--- src/verilog/port_pins_map.svh ---
/*
  Constants for the port pin block: port widths, pull-up group masks, reset
  values and the noise filter length.
  Assumes inclusion by its bare name from the package and the design files.
*/
`ifndef PORT_PINS_MAP_SVH
`define PORT_PINS_MAP_SVH

`define PORT_WIDTH          4
`define FIRST_PULL_MASK     4'hE
`define FULL_PULL_MASK      4'hF
`define DIR_RESET           4'h0
`define OUT_RESET           4'h0
`define OD_LATCH_RESET      4'hF
`define FILTER_TIME_NS      16
`define CLK_PERIOD_NS       8
`define FILTER_CYCLES       ((`FILTER_TIME_NS + `CLK_PERIOD_NS - 1) / `CLK_PERIOD_NS)

`endif

--- src/verilog/port_pins_pkg.sv ---
/*
  Types shared by the port pin block.
  Assumes port_pins_map.svh is on the include path.
*/
`include "port_pins_map.svh"

package port_pins_pkg;
  typedef logic [`PORT_WIDTH-1:0] nibble_t;
  typedef enum logic [2:0] {
    FLT_LOW  = 3'b001,
    FLT_RISE = 3'b010,
    FLT_HIGH = 3'b100
  } filter_state_t;
endpackage
--- src/verilog/edge_filter.sv ---
/*
  Noise filter for one interrupt pin: a level must hold for a set number of
  cycles before the filtered output follows it.
  Assumes the input is synchronous to clk.
*/
`timescale 1ns/1ps

module edge_filter
  import port_pins_pkg::*;
#(
  parameter int CYCLES = 2
) (
  // Clock and reset
  input  wire logic clk,
  input  wire logic sys_rst,
  // Pin in, clean level out
  input  wire logic raw_in,
  output logic      clean_out
);

  logic [7:0]    cnt_q;
  filter_state_t state_q;

  always_ff @(posedge clk or posedge sys_rst) begin
    if (sys_rst) begin
      state_q   <= FLT_LOW;
      cnt_q     <= 8'h00;
      clean_out <= 1'b0;
    end else begin
      case (state_q)
        FLT_LOW: begin
          cnt_q <= 8'h00;
          if (raw_in) begin
            state_q <= FLT_RISE;
          end
        end
        FLT_RISE: begin
          // A level that changes before the count ends is a glitch.
          if (raw_in == clean_out) begin
            state_q <= clean_out ? FLT_HIGH : FLT_LOW;
          end else if (cnt_q >= 8'(CYCLES - 1)) begin
            clean_out <= raw_in;
            state_q   <= raw_in ? FLT_HIGH : FLT_LOW;
          end else begin
            cnt_q <= cnt_q + 8'h01;
          end
        end
        FLT_HIGH: begin
          cnt_q <= 8'h00;
          if (!raw_in) begin
            state_q <= FLT_RISE;
          end
        end
        default: begin
          state_q <= FLT_LOW;
        end
      endcase
    end
  end

endmodule

--- src/verilog/port_pins.sv ---
/*
  Pin-level port logic of a 4-bit controller: input ports, bidirectional
  ports, open-drain ports, pull-up enables and the shared event inputs.
  Assumes all pin inputs are synchronous to clk and that the CPU side
  presents write strobes as one-cycle pulses with data beside them.
  The pu outputs only ask the pad cells for a pull-up, and an open-drain
  pad pulls its pin low wherever the matching oe output is high.
*/
`timescale 1ns/1ps
`include "port_pins_map.svh"

// Operation
// - Input port zero; pull-ups in 3-bit group.
// - Input port one shares interrupt, timer inputs.
// - Clock port direction set all four bits.
// - Clock port pull-ups as one group.
// - Bitwise port has per-bit direction.
// - Per-bit direction, pull-ups per four bits.
// - Open-drain ports; pull-ups fixed by option.
// - Open-drain reset: high if pulled, else open.
// - Key-return port per-bit direction, analog shared.
// - Analog shared input-only port.
// - Filtered interrupt passes noise filter first.
// - Dual-edge interrupt fires on both edges.
// - Any key falling edge sets test flag.
// - Timer input passes event pulses to counter.
// - Subclock pin readable as test bit.
module port_pins
  import port_pins_pkg::*;
#(
  parameter nibble_t OD_PULL_A = 4'hF,
  parameter nibble_t OD_PULL_B = 4'hF,
  parameter int      FILT_CYC  = `FILTER_CYCLES
) (
  // Clock and reset
  input  wire logic clk,
  input  wire logic sys_rst,
  // Pins: input-only ports
  input  wire nibble_t first_input_port,
  input  wire nibble_t second_input_port,
  input  wire nibble_t analog_shared_input_port,
  input  wire logic    subclock_test_in,
  // Pins: bidirectional ports
  input  wire nibble_t clock_output_io_port_i,
  output nibble_t      clock_output_io_port_o,
  output nibble_t      clock_output_io_port_oe,
  output nibble_t      clock_output_io_port_pu,
  input  wire nibble_t bitwise_io_port_i,
  output nibble_t      bitwise_io_port_o,
  output nibble_t      bitwise_io_port_oe,
  output nibble_t      bitwise_io_port_pu,
  input  wire nibble_t key_return_io_port_i,
  output nibble_t      key_return_io_port_o,
  output nibble_t      key_return_io_port_oe,
  output nibble_t      key_return_io_port_pu,
  output nibble_t      first_input_port_pu,
  // Pins: open-drain ports
  input  wire nibble_t open_drain_port_a_i,
  output nibble_t      open_drain_port_a_oe,
  output nibble_t      open_drain_port_a_pu,
  input  wire nibble_t open_drain_port_b_i,
  output nibble_t      open_drain_port_b_oe,
  output nibble_t      open_drain_port_b_pu,
  // CPU side: write strobes and data
  input  wire logic    wr_out_clk_port,
  input  wire logic    wr_out_bit_port,
  input  wire logic    wr_out_key_port,
  input  wire logic    wr_out_od_a,
  input  wire logic    wr_out_od_b,
  input  wire nibble_t wr_data,
  input  wire logic    clk_port_dir_out,
  input  wire nibble_t bit_port_dir,
  input  wire nibble_t key_port_dir,
  input  wire logic    first_pu_en,
  input  wire logic    clk_port_pu_en,
  input  wire logic    bit_port_pu_en,
  input  wire logic    key_port_pu_en,
  input  wire logic    sel_edge_rise_0,
  input  wire logic    sel_edge_rise_1,
  input  wire logic    key_flag_clr,
  // Shared peripheral outputs onto the clock port
  input  wire logic    timer_square_out,
  input  wire logic    programmable_clock_out,
  input  wire logic    buzzer_out,
  input  wire logic    timer_out_en,
  input  wire logic    pclk_out_en,
  input  wire logic    buzzer_en,
  // CPU side: read values
  output nibble_t      rd_first_port,
  output nibble_t      rd_second_port,
  output nibble_t      rd_analog_port,
  output nibble_t      rd_clk_port,
  output nibble_t      rd_bit_port,
  output nibble_t      rd_key_port,
  output nibble_t      rd_od_a,
  output nibble_t      rd_od_b,
  output logic         rd_subclock,
  // Events
  output logic         dual_edge_irq,
  output logic         filtered_irq,
  output logic         selectable_edge_irq,
  output logic         rising_test_irq,
  output logic         key_test_flag,
  output logic         timer_event_pulse
);

  nibble_t clk_out_q, bit_out_q, key_out_q, od_a_q, od_b_q;
  logic    dual_prev_q, filt_prev_q, sel_prev_q, rise_prev_q, tev_prev_q;
  nibble_t key_prev_q;
  logic    filt_clean;
  logic    key_fall;
  wire nibble_t key_fall_bits;

  // Output latches; open-drain latches reset high so the pin floats.
  always_ff @(posedge clk or posedge sys_rst) begin
    if (sys_rst) begin
      clk_out_q <= `OUT_RESET;
      bit_out_q <= `OUT_RESET;
      key_out_q <= `OUT_RESET;
      od_a_q    <= `OD_LATCH_RESET;
      od_b_q    <= `OD_LATCH_RESET;
    end else begin
      if (wr_out_clk_port) clk_out_q <= wr_data;
      if (wr_out_bit_port) bit_out_q <= wr_data;
      if (wr_out_key_port) key_out_q <= wr_data;
      if (wr_out_od_a) od_a_q <= wr_data;
      if (wr_out_od_b) od_b_q <= wr_data;
    end
  end

  // Pin directions; push-pull ports come out of reset as inputs.
  always_ff @(posedge clk or posedge sys_rst) begin
    if (sys_rst) begin
      clock_output_io_port_oe <= `DIR_RESET;
      bitwise_io_port_oe      <= `DIR_RESET;
      key_return_io_port_oe   <= `DIR_RESET;
      open_drain_port_a_oe    <= 4'h0;
      open_drain_port_b_oe    <= 4'h0;
    end else begin
      clock_output_io_port_oe <= {4{clk_port_dir_out}};
      bitwise_io_port_oe      <= bit_port_dir;
      key_return_io_port_oe   <= key_port_dir;
      // Open-drain drives only lows; a latch bit of one lets the pin go.
      open_drain_port_a_oe <= ~od_a_q;
      open_drain_port_b_oe <= ~od_b_q;
    end
  end

  // Drive values, registered so that a pin never sees a mux glitch.
  always_ff @(posedge clk or posedge sys_rst) begin
    if (sys_rst) begin
      clock_output_io_port_o <= `OUT_RESET;
      bitwise_io_port_o      <= `OUT_RESET;
      key_return_io_port_o   <= `OUT_RESET;
    end else begin
      // Peripheral functions override the latch on their own bits.
      clock_output_io_port_o <= {buzzer_en ? buzzer_out : clk_out_q[3],
                                 pclk_out_en ? programmable_clock_out : clk_out_q[2],
                                 clk_out_q[1],
                                 timer_out_en ? timer_square_out : clk_out_q[0]};
      bitwise_io_port_o    <= bit_out_q;
      key_return_io_port_o <= key_out_q;
    end
  end

  // Pull-up requests. The open-drain pull-ups are a fixed option, so they
  // stand through reset too and an undriven open-drain pin reads high where its OD_PULL_A or OD_PULL_B bit is set.
  always_ff @(posedge clk or posedge sys_rst) begin
    if (sys_rst) begin
      first_input_port_pu     <= 4'h0;
      clock_output_io_port_pu <= 4'h0;
      bitwise_io_port_pu      <= 4'h0;
      key_return_io_port_pu   <= 4'h0;
      open_drain_port_a_pu    <= OD_PULL_A;
      open_drain_port_b_pu    <= OD_PULL_B;
    end else begin
      // Pull-ups are only useful on pins not being driven.
      first_input_port_pu     <= first_pu_en ? `FIRST_PULL_MASK : 4'h0;
      clock_output_io_port_pu <= clk_port_pu_en ? `FULL_PULL_MASK : 4'h0;
      bitwise_io_port_pu      <= bit_port_pu_en ? `FULL_PULL_MASK : 4'h0;
      key_return_io_port_pu   <= key_port_pu_en ? `FULL_PULL_MASK : 4'h0;
      open_drain_port_a_pu    <= OD_PULL_A;
      open_drain_port_b_pu    <= OD_PULL_B;
    end
  end

  // Read path: input ports read the pin whatever the shared function.
  always_ff @(posedge clk or posedge sys_rst) begin
    if (sys_rst) begin
      rd_first_port  <= 4'h0;
      rd_second_port <= 4'h0;
      rd_analog_port <= 4'h0;
      rd_clk_port    <= 4'h0;
      rd_bit_port    <= 4'h0;
      rd_key_port    <= 4'h0;
      rd_od_a        <= 4'h0;
      rd_od_b        <= 4'h0;
      rd_subclock    <= 1'b0;
    end else begin
      rd_first_port  <= first_input_port;
      rd_second_port <= second_input_port;
      rd_analog_port <= analog_shared_input_port;
      rd_clk_port    <= clk_port_dir_out ? clk_out_q : clock_output_io_port_i;
      rd_bit_port    <= (bit_port_dir & bit_out_q) | (~bit_port_dir & bitwise_io_port_i);
      rd_key_port    <= (key_port_dir & key_out_q) | (~key_port_dir & key_return_io_port_i);
      rd_od_a        <= open_drain_port_a_i;
      rd_od_b        <= open_drain_port_b_i;
      rd_subclock    <= subclock_test_in;
    end
  end

  edge_filter #(
    .CYCLES(FILT_CYC)
  ) u_filter (
    .clk      (clk),
    .sys_rst  (sys_rst),
    .raw_in   (second_input_port[0]),
    .clean_out(filt_clean)
  );

  // One falling-edge term per key line; any of them sets the test flag.
  for (genvar k = 0; k < `PORT_WIDTH; k++) begin : g_key_fall
    assign key_fall_bits[k] = key_prev_q[k] & ~key_return_io_port_i[k];
  end
  assign key_fall = |key_fall_bits;

  // Edge event outputs are one-cycle pulses; key_test_flag holds until cleared. The previous-level registers reset
  // low, so a pin that idles high shows one rising edge after reset; the
  // interrupt side must clear that request before it enables the source.

  // Dual-edge interrupt: either change of the pin is a request.
  always_ff @(posedge clk or posedge sys_rst) begin
    if (sys_rst) begin
      dual_prev_q   <= 1'b0;
      dual_edge_irq <= 1'b0;
    end else begin
      dual_prev_q   <= first_input_port[0];
      dual_edge_irq <= first_input_port[0] ^ dual_prev_q;
    end
  end

  // Filtered interrupt: the edge is taken on the clean level only.
  always_ff @(posedge clk or posedge sys_rst) begin
    if (sys_rst) begin
      filt_prev_q  <= 1'b0;
      filtered_irq <= 1'b0;
    end else begin
      filt_prev_q  <= filt_clean;
      filtered_irq <= sel_edge_rise_0 ? (filt_clean & ~filt_prev_q)
                                      : (~filt_clean & filt_prev_q);
    end
  end

  // Selectable-edge interrupt on the second pin of the port.
  always_ff @(posedge clk or posedge sys_rst) begin
    if (sys_rst) begin
      sel_prev_q          <= 1'b0;
      selectable_edge_irq <= 1'b0;
    end else begin
      sel_prev_q          <= second_input_port[1];
      selectable_edge_irq <= sel_edge_rise_1 ? (second_input_port[1] & ~sel_prev_q)
                                             : (~second_input_port[1] & sel_prev_q);
    end
  end

  // Rising-edge test input.
  always_ff @(posedge clk or posedge sys_rst) begin
    if (sys_rst) begin
      rise_prev_q     <= 1'b0;
      rising_test_irq <= 1'b0;
    end else begin
      rise_prev_q     <= second_input_port[2];
      rising_test_irq <= second_input_port[2] & ~rise_prev_q;
    end
  end

  // Timer event input: one count per rising edge of the pin.
  always_ff @(posedge clk or posedge sys_rst) begin
    if (sys_rst) begin
      tev_prev_q        <= 1'b0;
      timer_event_pulse <= 1'b0;
    end else begin
      tev_prev_q        <= second_input_port[3];
      timer_event_pulse <= second_input_port[3] & ~tev_prev_q;
    end
  end

  // Key lines, sampled once more so that a fall on any of them shows.
  always_ff @(posedge clk or posedge sys_rst) begin
    if (sys_rst) begin
      key_prev_q <= 4'h0;
    end else begin
      key_prev_q <= key_return_io_port_i;
    end
  end

  // Key test flag: a fall in the clearing cycle keeps the flag set.
  always_ff @(posedge clk or posedge sys_rst) begin
    if (sys_rst) begin
      key_test_flag <= 1'b0;
    end else if (key_fall) begin
      key_test_flag <= 1'b1;
    end else if (key_flag_clr) begin
      key_test_flag <= 1'b0;
    end
  end

endmodule

--- config.mk ---
export PLATFORM = sky130hd
export DESIGN_NAME = port_pins
export DESIGN_NICKNAME = d
export VERILOG_FILES = /design/src/verilog/port_pins_pkg.sv /design/src/verilog/edge_filter.sv /design/src/verilog/port_pins.sv
export VERILOG_INCLUDE_DIRS = /design/src /design/src/verilog
export SDC_FILE = /design/constraint.sdc
export NUM_CORES = 1
export LEC_CHECK = 0
export ABC_AREA = 1
export BUFFER_PORTS_ARGS = -buffer_cell sky130_fd_sc_hd__buf_2
export CELL_PAD_IN_SITES_DETAIL_PLACEMENT = 1
export CELL_PAD_IN_SITES_GLOBAL_PLACEMENT = 1
export CORE_ASPECT_RATIO = 1.75
export CORE_UTILIZATION = 30
export DETAILED_ROUTE_END_ITERATION = 6
export HOLD_SLACK_MARGIN = 0.12
export PLACE_DENSITY = 0.71
export SLEW_MARGIN = 25
export SYNTH_ARGS = -nofsm -noshare
export SYNTH_HDL_FRONTEND = slang
export SYNTH_HIERARCHICAL = 1
export SYNTH_SLANG_ARGS = --single-unit
--- constraint.sdc ---
create_clock -name clk -period 3.6 [get_ports clk]
set_input_delay 0.18 -clock clk [delete_from_list [all_inputs] [get_ports clk]]
set_output_delay 0.18 -clock clk [all_outputs]
set_load 0.1 [all_outputs]
# == Word level (Yosys, flattened, before mapping) ==
# Index checks and enable logic that the tools add are counted.
# word_totals
register_bits,125
inputBits,66
elab_cells,113
# op_classes
n_addsub,1
n_lt_le_gt_ge,1
eq_ne,9
n_mux,22
n_bitwise,32
reduce_logical,7
# op_table
cell,count
$mux W4,5
$mux W3,6
$and A4 B4 Y4,4
$mux W8,2
$not A4 Y4,4
$pmux W8 S2,1
$not A1 Y1,11
$and A1 B1 Y1,10
$pmux W3 S3,1
$reduce_and A3 Y1,3
$add A8 B1 Y8 const B,1
$ge A8 B1 Y1 const B,1
$ne A2 B2 Y1 const B,4
$or A4 B4 Y4,2
$mux W1,7
$reduce_bool A2 Y1,2
$reduce_or A4 Y1,1
$eq A3 B1 Y1 const B,1
$eq A3 B2 Y1 const B,1
$eq A3 B3 Y1 const B,1
$ne A3 B1 Y1 const B,1
$reduce_or A2 Y1,1
$eq A1 B1 Y1,1
$xor A1 B1 Y1,1

# == Depth between registers and ports, before layout ==
# logic_depth
ltp_word,4
depth_mapped,10
ltp_nobuf,10

# == Cells and area by module ==
# The synthesis kept the hierarchy.
# by_module_without_submodules
module,instances,cells_per_inst,area_each_um2,seq_area_each_um2
port_pins,1,247,3186.8,2437.3
edge_filter,1,83,701.9,301.5

# == Worst setup path after synthesis ==
# Ideal clock, no wire load.
# synth_path
path_kind,register -> output
startpoint,register bitwise_io_port_pu[2] (netlist name)
endpoint,output port bitwise_io_port_pu[1]
arrival_ns,1.357
path_slack_ns,2.063
path_stages_with_launch,2
n_path_buf,1
cell_sequence,dfrtp_1 -> buf_4
# synth_lines
item,line_no,text
to (decl),port_pins.sv:51,"output nibble_t bitwise_io_port_pu,"

# == Worst setup path after layout ==
# layout_path
startpoint,input port timer_square_out
endpoint,register clock_output_io_port_o[0]
# layout_via
elab_chain_cells,1
# layout_lines
item,line_no,text
from (decl),port_pins.sv:82,"input wire logic timer_square_out,"
$mux W1,port_pins.sv:160,timer_out_en ? timer_square_out : clk_out_q[0]};
to (signal assigned),port_pins.sv:152,clock_output_io_port_o <= `OUT_RESET;
to (signal assigned),port_pins.sv:157,"clock_output_io_port_o <= {buzzer_en ? buzzer_out : clk_out_q[3],"
to (decl),port_pins.sv:45,"output nibble_t clock_output_io_port_o,"
# No other way between the ends.
# A chain may end at the register's enable or synchronous reset.

==> impl_metrics.ini <==
[place]
gpl.final_weighted_congestion = 0.731
dp_slack_ps = 2120
postPlaceCellArea_um2 = 4680
place.detailed.hpwl_um = 7150
port_buffers = 151

[global_routing]
grt_start_max_net_pins = 43
grt_first_pass_wirelength_um = 16800
grt_antenna_before_repair = 0
grtUsageMet3_pct = 3.36
met1_usage_pct = 16.6
first_global_vias = 3371
highest_utilization_routing_layer_at_the_global_route_stage = met2
total_congestion_overflow_after_global_routing = 0
grtUsageTotal_pct = 16.8
grtUsageMet2_pct = 31.9

[run]
maxcap_violations = 0

[logic_synthesis]
synth_sequential_area_ratio_pct = 70.4
synth_cell_type_count = 22
synthesis.area_um2 = 3890
number_of_instances_in_the_synthesized_netlist = 330
yosys_warnings = 6
yosys_register_bits = 109
synth.largest_area_cell = dfrtp_1
yosys-top-cells-area = dfrtp_1 (64%), dfstp_2 (6.1%), buf_4 (5.2%)
synth_top_area_share_pct = 64.4
syn-mean-instance-area_um2 = 11.8

[cts]
cts_buffers = 9
cts_repair_resize_count = 0
worst_skew_pair.late_latency_ps = 340
clk_buf_depth = 2
root_buffer = clkbuf_16
cts_setup_buffers = 0
cts_sinks = 109
cts-htree-levels = 3
holdBufCountCts = 59
cts_tree = built
clk_transition_reported_paths_ps = 70

[status]
status = finished, final reports clean

[setup_path]
worstPathRequired_ps = 3830
crit_fanout = 1
worst_setup_path_start_kind = input pin
worst_path_max_delay_cell = dlygate4sd3_1
timing.critical_path.to_type = flop
timing.reg2reg.setup_slack_ps = 2110
arrival_ps = 2040
timing.critical_path.cells = dlygate4sd3_1, buf_2, nand2_1, dlygate4sd3_1, o21ai_0, dlygate4sd3_1
timing.critical_path.slowest_cell_delay_ps = 550
cpMostUsedCell = dlygate4sd3_1
worst-r2r-cell-count = 9
r2r-start = u_filter/cnt_q[0]$_DFFE_PP0P_
rr_endpoint = u_filter/cnt_q[1]$_DFFE_PP0P_
timing.setup.critical_path_class = input pin to flop

[floorplan]
die_w_um = 88.1
design.portCount = 161
core_area_um2 = 12600
design.die.area_um2 = 13400
rows = 54
initial_core_util_pct = 30.9
die-height_um = 153

[route]
detail-route-antenna-nets = 0
vias = 2990
initialDrtViolationCount = 95
routed_wire_length_per_instance_um = 15.0
drc = 0
detailedRoute.firstPassIterationCount = 3
postRouteWirelength_um = 10600
avgViaCountPerCell = 4.24

[final_layout]
utilization_pct = 44.3
largest_reg_flops = 8
fill_cells = 1464
largest_register_by_flop_count = u_filter/cnt_q
layout.cell_area.non_filler_um2 = 5570
final_stage_net_count = 605
areaGrowthSynthToFinish_pct = 43.3
final_layout_size_suffix_gt1_share_pct = 36.5
ff_latch_area_um2 = 2740
multi_input_comb_area_um2 = 781

[timing]
rsz0062_at_grt = false
timing.final.ws_setup_ps = 1780
timing.final.max_slew_violations = 0
maxSlewHeadroom_pct = 65.2
final.min_clock_period_ps = 1820
pin_slew_with_the_least_headroom_to_its_limit_ps = 522
tns_ps = 0
worst_hold_slack_ps = 133
skew_ps = 9.30
maxClockFrequency_ghz = 0.550
post-route-period-util_pct = 50.5
hold_viol = 0
final-setup-viol-count = 0

[worst_hold_path]
hold_depth = 2
whs_endpoint = key_out_q[3]$_DFFE_PP0P_
hold_path.startpoint = wr_out_key_port
worst_hold_path_type = input pin to flop

[power]
ir_worst_vdd_uv = 215
power_density_nw_per_um2 = 614
power.leakage_nw = 2.86
metrics by stage:
stage / power, mW / std cells
finish: 3.42 / 706
global route: 3.58 / 705
CTS: 3.46 / 705
detailed placement: 2.43 / 630
global placement: 2.39 / 630
floorplan: 2.23 / 337
cell usage after synthesis:
| library cell | count |
|---|---|
| buf_4 | 27 |
| nand2_4 | 2 |
| dfstp_2 | 9 |
| a21boi_2 | 1 |
| clkinv_2 | 1 |
| nor2_4 | 2 |
| xor2_1 | 2 |
| inv_1 | 45 |
| conb_1 | 2 |
| nor2_1 | 23 |
| dfrtp_1 | 100 |
| nand3_1 | 10 |
| nand4_1 | 4 |
| a21oi_1 | 5 |
| nand3_2 | 1 |
| buf_6 | 1 |
| ha_1 | 7 |
| a21oi_2 | 4 |
| o21ai_0 | 29 |
| nand2_1 | 49 |
| nor2_2 | 4 |
| inv_2 | 2 |
kinds of logic after synthesis:
logic type / share of synthesized area [%]
flops: 70.4
simple gates: 10.9
buf+inv: 10.2
compound gates: 5.57
fa+ha+maj: 2.25
xor+xnor: 0.451
other cells: 0.193
where the power goes:
| part | switching (mW) | leakage (nW) | internal (mW) |
|---|---|---|---|
| Clock | 0.460 | 0.139 | 0.501 |
| Combinational | 0.853 | 1.43 | 0.208 |
| Sequential | 0.0570 | 1.30 | 1.34 |
| Total | 1.37 | 2.86 | 2.05 |
cell type report:
cell class                 count  area share (%)
inverter                      48            3.30
timing repair buffer         212            24.4
sequential                   109            49.2
tap                          168            3.77
clock inverter                 6           0.988
clock buffer                  10            4.29
antenna                        1          0.0449
multi-input combinational    152            14.0
worst max path at each step:
stage                                              start                                   to  slack, ps  cells after the start
after floorplan                                  sys_rst             bit_out_q[0]$_DFFE_PP0P_        900                      1
after global placement    u_filter/clean_out$_DFFE_PP0P_        u_filter/cnt_q[2]$_DFFE_PP0P_       2270                      7
after detailed placement   u_filter/cnt_q[0]$_DFFE_PP0P_        u_filter/cnt_q[1]$_DFFE_PP0P_       2120                      9
after CTS                               timer_square_out  clock_output_io_port_o[0]$_DFF_PP0_       1820                      6
after global routing                    timer_square_out  clock_output_io_port_o[0]$_DFF_PP0_       1720                      6
final                                   timer_square_out  clock_output_io_port_o[0]$_DFF_PP0_       1780                      6
cell usage in the layout, fill, tap and decap left out, types with 2 or more instances in the layout:
cell type	Yosys	final
clkinv_4	0	2
clkbuf_16	0	9
inv_2	2	2
o21ai_0	29	29
nor2_2	4	4
buf_2	0	151
buf_4	27	2
nor2_4	2	2
a21oi_1	5	5
ha_1	7	7
inv_8	0	2
nand2_1	49	49
a21oi_2	4	4
nand3_1	10	10
conb_1	2	9
nor2_1	23	23
dfstp_2	9	9
nand4_1	4	4
dfrtp_1	100	100
nand2_4	2	2
inv_1	45	44
clkinvlp_4	0	2
dlygate4sd3_1	0	59
xor2_1	2	2
worst max-delay path, delay by kind of cell:
family | cells | cell delay, ps
AO/OA/AOI/OAI | 1 | 70
buffers and inverters | 4 | 1740
AND/OR/NAND/NOR | 1 | 50
routing by layer:
metal | share of wire [%] | routed length [µm] | up-vias
met1 | 34 | 3630 | 1480
li1 | - | - | 1377
met5 | 0 | 0 | -
met2 | 58 | 6110 | 108
met4 | 2.9 | 310 | 0
met3 | 4.9 | 521 | 25
(Power assumes the default switching activity.)
